==> config.mk <==
export PLATFORM = sky130hd
export DESIGN_NAME = faa_datapath
export DESIGN_NICKNAME = d
export VERILOG_FILES = /design/src/hdl/faa_pkg.sv /design/src/hdl/faa_datapath.sv
export VERILOG_INCLUDE_DIRS = /design/src /design/src/hdl
export SDC_FILE = /design/constraint.sdc
export NUM_CORES = 2
export LEC_CHECK = 0
export BUFFER_PORTS_ARGS = -buffer_cell sky130_fd_sc_hd__buf_4
export CORE_MARGIN = 1.5
export CORE_UTILIZATION = 39
export DETAILED_ROUTE_END_ITERATION = 7
export SYNTH_ARGS = -nofsm -noshare
export SYNTH_HDL_FRONTEND = slang
export SYNTH_SLANG_ARGS = --single-unit
==> constraint.sdc <==
create_clock -name clock_in -period 42.6 [get_ports clock_in]
set_input_delay 12.78 -clock clock_in [delete_from_list [all_inputs] [get_ports clock_in]]
set_output_delay 12.78 -clock clock_in [all_outputs]
set_load 0.05 [all_outputs]
==> src/hdl/faa_defines.svh <==
// Constants of the float absolute / add-immediate datapath.
// Assumes the includer also imports faa_pkg for the types.
// What this block does
// - Operand fields pick one of eight registers
// - Absolute value clears only the sign bit
// - Decode add-immediate from its two-word encoding
// - Immediate is upper half, low half zeros
// - Add source and immediate, write destination
// - Result equals source plus immediate:16'h0000
// - Underflow sets latched underflow, other flags kept
// - Overflow sets latched overflow flag
// - Add result lands after the following instruction
`ifndef FAA_DEFINES_SVH
`define FAA_DEFINES_SVH

// Working register count
`define FAA_NUM_REGS 8
// Add-immediate fixed prefix, low word bits 15:6
`define FAA_ADDI_PREFIX 10'h3a2
// Absolute value low word, whole word matched
`define FAA_ABS_LSW 16'he400
// Bus offsets: working registers sit at 8'h00..8'h07
`define FAA_OFS_REG0 8'h00
`define FAA_OFS_STATUS 8'h08
`define FAA_OFS_INT_STAT 8'h09
`define FAA_OFS_INT_MASK 8'h0a
// Status word bit positions
`define FAA_SF_LVF 0
`define FAA_SF_LUF 1
`define FAA_SF_NF 2
`define FAA_SF_ZF 3
`define FAA_SF_NI 4
`define FAA_SF_ZI 5
`define FAA_SF_TF 6
// Interrupt event bit positions
`define FAA_EV_OVF 0
`define FAA_EV_UNF 1
`define FAA_EV_ADD_DONE 2
`define FAA_EV_ILLEGAL 3
// Reset values
`define FAA_STATUS_RST 7'h00
`define FAA_INT_MASK_RST 4'h0

`endif

==> src/hdl/faa_pkg.sv <==
// Types of the float absolute / add-immediate datapath.
// Assumes one clock domain and a host that issues whole instructions.
package faa_pkg;

  // One issued instruction, both words at once
  typedef struct packed {
    logic valid;
    logic [15:0] lsw;
    logic [15:0] msw;
  } faa_instr_t;

  // Register port request, one cycle per strobe
  typedef struct packed {
    logic wr;
    logic rd;
    logic [7:0] addr;
    logic [31:0] wdata;
  } faa_bus_req_t;

  // Pending add in its second pipeline cycle
  typedef struct packed {
    logic busy;
    logic [2:0] dst;
    logic [31:0] opa;
    logic [31:0] opb;
  } faa_add_stage_t;

  // Whole block state
  typedef struct packed {
    logic [7:0][31:0] regs;
    logic [6:0] status;
    faa_add_stage_t add;
    logic [3:0] int_stat;
    logic [3:0] int_mask;
    logic [31:0] rdata;
  } faa_state_t;

endpackage

==> src/hdl/faa_datapath.sv <==
// Float absolute value and add-immediate datapath with eight working
// registers, status flags, register port and one interrupt line.
// Assumes instructions and port strobes come from logic on clock_in.
//
// Decided for this implementation: the register offsets and strobed register access.
`timescale 1ns/100ps
`include "faa_defines.svh"

module faa_datapath
  import faa_pkg::*;
#(
  parameter int NUM_REGS = `FAA_NUM_REGS
) (
  input wire logic clock_in,
  input wire logic srst_in,
  input wire faa_instr_t instr_in,
  input wire faa_bus_req_t bus_in,
  output logic [31:0] rd_data_out,
  output logic [6:0] status_out,
  output logic add_busy_out,
  output logic irq_out
);

  // Register fields are three bits wide, so exactly eight registers
  initial begin
    if (NUM_REGS != `FAA_NUM_REGS) begin
      $error("NUM_REGS must be 8");
    end
  end

  // Adder result bundle
  typedef struct packed {
    logic [31:0] value;
    logic ovf;
    logic unf;
  } faa_sum_t;

  // Leading zero count of a 27-bit mantissa field
  function automatic logic [4:0] lzc27(input logic [26:0] v);
    logic [4:0] n;
    logic found;
    n = 5'd0;
    found = 1'b0;
    for (int i = 26; i >= 0; i--) begin
      if (!found && v[i]) begin
        found = 1'b1;
      end else if (!found) begin
        n = n + 5'd1;
      end
    end
    return n;
  endfunction

  // Right shift that folds lost bits into bit zero
  function automatic logic [26:0] shr_sticky(input logic [26:0] v, input logic [7:0] sh);
    logic [26:0] r;
    logic lost;
    r = 27'h0000000;
    lost = 1'b0;
    if (sh >= 8'd27) begin
      lost = |v;
    end else begin
      r = v >> sh;
      lost = |(v & ~(27'h7ffffff << sh));
    end
    return {r[26:1], r[0] | lost};
  endfunction

  // Single precision add, round to nearest even; denormals read as
  // zero and tiny results flush to zero, which keeps the adder small
  function automatic faa_sum_t fadd(input logic [31:0] a, input logic [31:0] b);
    faa_sum_t res;
    logic [31:0] big;
    logic [31:0] sml;
    logic [26:0] mbig;
    logic [26:0] msml;
    logic [27:0] sum;
    logic [26:0] norm;
    logic [4:0] lz;
    logic signed [9:0] exp;
    logic [24:0] mant;
    logic up;
    res = '0;
    big = a;
    sml = b;
    sum = 28'h0000000;
    norm = 27'h0000000;
    lz = 5'd0;
    exp = 10'sd0;
    mant = 25'h0000000;
    up = 1'b0;
    // Order by magnitude so the subtraction never goes negative
    if (b[30:0] > a[30:0]) begin
      big = b;
      sml = a;
    end
    mbig = {(big[30:23] != 8'h00), big[22:0], 3'b000};
    msml = {(sml[30:23] != 8'h00), sml[22:0], 3'b000};
    if (big[30:23] == 8'hff) begin
      // Infinity or not-a-number passes through unchanged
      res.value = big;
    end else if (big[30:23] == 8'h00) begin
      // Both operands zero or denormal
      res.value = 32'h00000000;
    end else begin
      if (sml[30:23] == 8'h00) begin
        msml = 27'h0000000;
      end
      msml = shr_sticky(msml, big[30:23] - sml[30:23]);
      if (big[31] == sml[31]) begin
        sum = {1'b0, mbig} + {1'b0, msml};
      end else begin
        sum = {1'b0, mbig} - {1'b0, msml};
      end
      exp = signed'({2'b00, big[30:23]});
      if (sum == 28'h0000000) begin
        // Exact cancellation gives positive zero
        res.value = 32'h00000000;
      end else begin
        // Normalise: carry out shifts right, otherwise left
        if (sum[27]) begin
          norm = {sum[27:2], sum[1] | sum[0]};
          exp = exp + 10'sd1;
        end else begin
          lz = lzc27(sum[26:0]);
          norm = sum[26:0] << lz;
          exp = exp - signed'({5'b00000, lz});
        end
        up = norm[2] & ((|norm[1:0]) | norm[3]);
        mant = {1'b0, norm[26:3]} + {24'h000000, up};
        if (mant[24]) begin
          mant = mant >> 1;
          exp = exp + 10'sd1;
        end
        if (exp >= 10'sd255) begin
          // Too large: signed infinity
          res.value = {big[31], 8'hff, 23'h000000};
          res.ovf = 1'b1;
        end else if (exp <= 10'sd0) begin
          // Too small: signed zero
          res.value = {big[31], 31'h00000000};
          res.unf = 1'b1;
        end else begin
          res.value = {big[31], exp[7:0], mant[22:0]};
        end
      end
    end
    return res;
  endfunction

  faa_state_t state_q;
  faa_state_t state_d;
  faa_sum_t sum_w; // Adder output for the pending add
  logic is_add; // Issued word is an add-immediate
  logic is_abs; // Issued word is an absolute value
  logic [2:0] src_idx; // Source register field
  logic [2:0] dst_idx; // Destination register field
  logic [31:0] abs_val; // Absolute value result
  logic [3:0] events; // One-cycle event pulses

  // Decode of the issued instruction
  always_comb begin
    is_add = instr_in.valid && instr_in.lsw[15:6] == `FAA_ADDI_PREFIX;
    is_abs = instr_in.valid && instr_in.lsw == `FAA_ABS_LSW && instr_in.msw[15:6] == 10'h000;
    src_idx = instr_in.msw[5:3];
    dst_idx = instr_in.msw[2:0];
    abs_val = {1'b0, state_q.regs[src_idx][30:0]};
  end

  // Adder works on the operands latched at issue
  always_comb begin
    sum_w = fadd(state_q.add.opa, state_q.add.opb);
  end

  // Next state: bus, then instruction, then pending add completion
  always_comb begin
    state_d = state_q;
    events = 4'h0;
    state_d.rdata = 32'h00000000;
    // Register port writes, lowest priority for working registers
    if (bus_in.wr) begin
      if (bus_in.addr < `FAA_OFS_STATUS) begin
        state_d.regs[bus_in.addr[2:0]] = bus_in.wdata;
      end else if (bus_in.addr == `FAA_OFS_STATUS) begin
        state_d.status = bus_in.wdata[6:0];
      end else if (bus_in.addr == `FAA_OFS_INT_MASK) begin
        state_d.int_mask = bus_in.wdata[3:0];
      end
    end
    // Register port reads, data stand in the next cycle only
    if (bus_in.rd) begin
      if (bus_in.addr < `FAA_OFS_STATUS) begin
        state_d.rdata = state_q.regs[bus_in.addr[2:0]];
      end else if (bus_in.addr == `FAA_OFS_STATUS) begin
        state_d.rdata = {25'h0000000, state_q.status};
      end else if (bus_in.addr == `FAA_OFS_INT_STAT) begin
        state_d.rdata = {28'h0000000, state_q.int_stat};
      end else if (bus_in.addr == `FAA_OFS_INT_MASK) begin
        state_d.rdata = {28'h0000000, state_q.int_mask};
      end
    end
    // Second stage: pipeline slot drains every cycle
    state_d.add.busy = 1'b0;
    // Issue stage
    if (is_add) begin
      // Operands latched now, result written one cycle later
      state_d.add.busy = 1'b1;
      state_d.add.dst = dst_idx;
      state_d.add.opa = state_q.regs[src_idx];
      state_d.add.opb = {instr_in.lsw[5:0], instr_in.msw[15:6], 16'h0000};
    end else if (is_abs) begin
      // Written at this edge, only sign and zero flags move
      state_d.regs[dst_idx] = abs_val;
      state_d.status[`FAA_SF_NF] = 1'b0;
      state_d.status[`FAA_SF_ZF] = (abs_val[30:23] == 8'h00);
    end else if (instr_in.valid) begin
      events[`FAA_EV_ILLEGAL] = 1'b1;
    end
    // Completion; the host keeps the slot clear of this register,
    // so a clash with the slot instruction cannot occur in order
    if (state_q.add.busy) begin
      state_d.regs[state_q.add.dst] = sum_w.value;
      events[`FAA_EV_ADD_DONE] = 1'b1;
      if (sum_w.unf) begin
        state_d.status[`FAA_SF_LUF] = 1'b1;
        events[`FAA_EV_UNF] = 1'b1;
      end
      if (sum_w.ovf) begin
        state_d.status[`FAA_SF_LVF] = 1'b1;
        events[`FAA_EV_OVF] = 1'b1;
      end
    end
    // Sticky events: a one clears, a new event in the same cycle wins
    if (bus_in.wr && bus_in.addr == `FAA_OFS_INT_STAT) begin
      state_d.int_stat = state_q.int_stat & ~bus_in.wdata[3:0];
    end
    state_d.int_stat = state_d.int_stat | events;
  end

  // State register, synchronous reset
  always_ff @(posedge clock_in) begin
    if (srst_in) begin
      state_q <= '0;
      state_q.status <= `FAA_STATUS_RST;
      state_q.int_mask <= `FAA_INT_MASK_RST;
    end else begin
      state_q <= state_d;
    end
  end

  // Outputs straight from the state register
  always_comb begin
    rd_data_out = state_q.rdata;
    status_out = state_q.status;
    add_busy_out = state_q.add.busy;
    irq_out = |(state_q.int_stat & state_q.int_mask);
  end

endmodule // faa_datapath

Yosys cells after proc, flatten, opt, wreduce, memory -nomap -nowiden
Index checks and enable logic that the tools add are counted.
{"block": "classes", "n_addsub": 33, "order_cmp": 12, "eq_ne": 7, "shift": 3, "n_mux": 366, "n_bitwise": 13, "n_reduce_logical": 73}
{"op": "2-to-1 mux 256 bit", "n": 4}
{"op": "2-to-1 mux 5 bit", "n": 160}
{"op": "bitwise mux 256 bit", "n": 3}
{"op": "2-to-1 mux 32 bit", "n": 11}
{"op": "demux 32 bit (select 3 bit)", "n": 3}
{"op": "2-to-1 mux 27 bit", "n": 10}
{"op": "2-to-1 mux 263 bit", "n": 1}
{"op": "binary-select mux 32 bit (select 3 bit)", "n": 2}
{"op": "2-to-1 mux 1 bit", "n": 144}
{"op": "adder 5 x 1 -> 5 bit (second input constant)", "n": 26}
{"op": "2-to-1 mux 28 bit", "n": 3}
{"op": "2-to-1 mux 10 bit", "n": 8}
{"op": "2-to-1 mux 68 bit", "n": 1}
{"op": "2-to-1 mux 31 bit", "n": 2}
{"op": "OR reduction 27 bit", "n": 2}
{"op": "logical AND 1 bit", "n": 33}
{"op": "> comparator 31 bit", "n": 1}
{"op": "adder 27 x 27 -> 28 bit", "n": 1}
{"op": "logical NOT 28 bit", "n": 1}
{"op": "subtractor 27 x 27 -> 28 bit", "n": 1}
{"op": "bitwise AND 27 bit", "n": 1}
{"op": "inverter 27 bit", "n": 1}
{"op": "left shift 27 x 5 -> 27 bit", "n": 1}
{"op": "left shift 27 x 8 -> 27 bit (first input constant)", "n": 1}
{"op": "other kinds (36)", "n": 86}
{"block": "word_totals", "ff_bits": 355, "out_inout_bits": 41, "word_cells": 524}

Logic depth before layout (Yosys ltp)
{"block": "logic_depth", "word_depth": 225, "ltp_mapped": 143, "depth_no_buf": 133}

Worst setup path after synthesis
Ideal clock, no wire load.
{"block": "synth_timing", "path_type": "reg-to-reg", "startpoint": "register state_q[99] in the netlist's numbering", "endpoint": "register state_q[141] in the netlist's numbering", "setup_time_ps": 128, "t_arrival_ps": 26709, "t_required_ps": 42472, "slack_ps": 15764, "path_stages_with_launch": 140, "period_less_slack_ps": 26836, "path_cell_list": "dfxtp_1 -> inv_1 -> ha_1 -> buf_2 -> nand4_1 -> nor3_4 -> o31ai_1 -> a21oi_2 -> clkbuf_1 -> clkbuf_1 -> clkbuf_1 -> clkbuf_1 -> a21oi_1 -> ha_1 -> clkbuf_1 -> buf_1 -> clkbuf_1 -> buf_1 -> (+104 left out) -> buf_1 -> ha_1 -> a21o_1 -> a21oi_1 -> nor2b_1 -> nor3b_1 -> a21oi_1 -> xnor2_1 -> nor2_1 -> and2_1 -> mux2i_1 -> nor4b_1 -> and3_1 -> mux2i_4 -> and2_1 -> a221o_1 -> a21oi_1 -> nor2_1"}
{"block": "synth_between", "elab_chain_cells": 224}
{"item": "start: declaration", "line_no": "faa_datapath.sv:151", "source": "faa_state_t state_q;"}
{"item": "start signal: assignment", "line_no": "faa_datapath.sv:247", "source": "state_q <= state_d;"}
{"item": "branches (longest 221 deep; another with > comparator 31 bit)"}
{"item": "2-to-1 mux 32 bit (*)", "line_no": "faa_datapath.sv:99", "source": "if (big[30:23] == 8'hff) begin"}
{"item": "bitwise mux 256 bit (*)", "line_no": "faa_datapath.sv:222", "source": "state_d.regs[state_q.add.dst] = sum_w.value;"}
{"item": "2-to-1 mux 256 bit (*)", "line_no": "faa_datapath.sv:221", "source": "if (state_q.add.busy) begin"}
Every way passes the cells marked *. The select of a mux whose other input is x is not followed.
A chain may end at the register's enable or synchronous reset.

Worst setup path after layout
{"block": "layout_timing", "startpoint": "register state_q[95] in the netlist's numbering", "endpoint": "register state_q[294] in the netlist's numbering"}
The elaborated chain is that of the path after synthesis.

==> flow_summary.ini <==
[setup_path]
cp-end-kind = flop
crit_path_frequent_cell = ha_1
start_kind = flop
critPathSlowestCell = nor4b_1
worstPathArrival_ns = 31.49
worst-setup-path-type = flop to flop
slowest_delay_ns = 0.75
worstPathMaxFanout = 37
rrSetupSlack_ns = 11.64
crit_required_ns = 43.13

[timing]
rsz0062_at_grt = false
max_freq_ghz = 0.03230
fin_skew_ns = 0.03503
setup_tns_ns = 0
relSlewSlack_pct = 13.40
drv_slew = 0
period_share_pct = 72.68
min_period_ns = 30.96
tightestPinTransition_ns = 1.299
setup_viol = 0
final_hold_viol_count = 0

[cells_and_area]
area_growth_pct = 7.903
num-fill-cells = 9286
layout_common_cells = 849 x nor2_1, 624 x nand2_1, 473 x a21oi_1
mostFrequentLayoutCell = nor2_1
num-nets-final = 4829
final_layout_size_suffix_gt1_share_pct = 12.60
multi_input_area_um2 = 26460
final_area_um2 = 38280
regArea_um2 = 7107

[grt]
grt_pass1_vias = 35820
grt.overflow.total = 0
grt_max_degree = 94
grt_pass1_wl_mm = 227.1
antenna_found_initial = 5
grt_use_total_pct = 31.43

[cts]
cts_tree = yes
ctsResizeCount = 0
htreeDepth = 2
root_buffer = clkbuf_16
clk_pin_slew_ns = 0.06
clock_latency_ns = 0.62
numCtsBuffers = 40
post_cts_buffers = 0
holdBufCountCts = 0
clk_path_buf_depth = 3
cts_num_sinks = 355

[synth]
yosys_warnings = 0
synth-main-ff-cell = dfxtp_1
synth_area_um2 = 35480
synth_cells = 4835
synth_nets = 5012
synth_seq_cells = 355
async_reset_ff_share_pct = 0
syn_area_per_cell_um2 = 7.338
synth_edf_count = 0
yosysUniqueCellTypes = 120
seq_area_frac_synth_pct = 20.03

[floorplanning]
dieArea_um2 = 92790
core_area_um2 = 90010
core.rowCount = 110
die_w_um = 304.6
die_h_um = 304.6
ios = 118
start_util_pct = 39.41

[power_and_ir_drop]
pwr-share-seq_pct = 16.7
switchingPower_mw = 1.022
power_leakage_nw = 15.00
p_sw_share_pct = 51.27
clkPwrFrac_pct = 18.4
power_mw = 1.993
share_comb_of_total_power_pct = 64.9
intPower_mw = 0.9710
ir_drop_v = 0.00008083
p_per_area_nw_per_um2 = 52.05

[drt]
wirelength_mm = 151.7
first_pass_iters = 6
ant_nets = 0
wl_per_cell_um = 25.89
post-route-drc-count = 0
vias = 38470
viasPerCell = 6.562
drtIter0Drc = 5073

[placed_design]
gp_congestion = 0.9987
hpwl_mm = 102.8
post_dp_cell_area_um2 = 36890
port_buffers = 117

[run_status]
outcome = completed

[flow_run]
maxCapViolCount = 0

[min_path]
hold_class = flop to flop
## area by class of cell
class	count	share of cell area, %
diodes	3	0.01961
clock buffers	63	3.232
clock inverters	10	0.3726
inverters	95	0.9380
multi-input cells	3962	69.13
flip-flops and latches	355	18.56
well taps	1176	3.844
repair buffers	198	3.902
## per-layer routing
layer  wire (µm)  up-vias  GRT usage (%)
li1            -    17270              -
met1       61530    18370          41.72
met2       65590     2324          48.21
met3       14890      504          4.798
met4        9696        4          18.67
met5          27        -              0
## worst paths after layout
| check | start | end | depth (start not counted) |
|---|---|---|---|
| max | state_q[95]$_SDFFE_PP0P_ | state_q[294]$_SDFF_PP0_ | 129 |
| min | state_q[106]$_SDFFE_PP0P_ | state_q[106]$_SDFFE_PP0P_ | 2 |
| max reg2reg | state_q[95]$_SDFFE_PP0P_ | state_q[294]$_SDFF_PP0_ | 129 |
| min reg2reg | state_q[106]$_SDFFE_PP0P_ | state_q[106]$_SDFFE_PP0P_ | 2 |
## cells in the mapped netlist, types with 17 or more instances
master    instances  area share, %
buf_4            42           0.89
xnor2_1          64            1.6
mux2i_1         218            6.2
a21o_1           46           0.97
mux4_2          129            8.2
nor3_1          105            1.5
a21oi_1         473            6.7
o211ai_1         26           0.55
o22ai_1          17           0.30
o21ai_0         126            1.8
a211o_1          17           0.42
nand2_1         627            6.6
a31oi_1          48           0.85
inv_1            91           0.96
and3_1           32           0.56
nor2b_1          20           0.35
and2_1           52           0.92
a211oi_1        171            3.6
buf_2            22           0.31
a311oi_1        139            3.4
buf_1            29           0.31
ha_1             98            3.5
or3_1            31           0.55
nor4_1           37           0.65
clkbuf_1        329            3.5
nand2b_1         34           0.60
dfxtp_1         355             20
nand4_1          36           0.63
xor2_1           32           0.79
mux2_2           56            1.8
nor2_1          862            9.1
nand3_1          88            1.2
## kinds of logic (layout without fill, tap and decap cells)
kind of cell	count (synthesis)	after routing	synth area share, %
and+or+nand+nor	2011	2011	24.92
AOI/OAI and AO/OA	1329	1329	25.69
buffers and inverters	518	366	6.031
muxes	407	407	16.31
DFF	355	355	20.03
xor gates and xnor gates	113	113	3.396
adders and majority gates	102	102	3.625
other	0	3	0
## power by group through the flow
stage               registers [mW]  logic (mW)  clock network [mW]
CTS                          0.333        1.26               0.370
global route                 0.333        1.39               0.383
global placement             0.340        1.26                   0
finish                       0.333        1.29               0.367
floorplan                    0.340       0.913                   0
detailed placement           0.340        1.25                   0
## sequential cells by signal (all words and copies together), names as in the netlist
register,cells
rd_data_out,32
add_busy_out,1
state_q,315
status_out,7
## stage by stage
stage / std cells / utilization, % / hold WS [ns] / worst slack (ns)
2_1_floorplan: 4835 / - / 0.4445 / 15.76
6_report: 5862 / 42.53 / 0.4675 / 11.64
3_5_place_dp: 5786 / 40.99 / 0.4636 / 12.20
4_1_cts: 5859 / 42.52 / 0.4725 / 12.13
5_1_grt: 5862 / 42.53 / 0.4941 / 9.111
3_3_place_gp: 5786 / 40.99 / 0.4567 / 13.11
## worst max-delay path: cells and delay by family (launching register included)
kind	cells	cell delay, ns
AOI/OAI and AO/OA	44	9.63
and+or+nand+nor	41	7.93
buffers and inverters	7	1.66
muxes	8	2.23
DFF	1	0.35
xor gates and xnor gates	2	0.42
adders and majority gates	27	8.60
(Power assumes the default switching activity.)
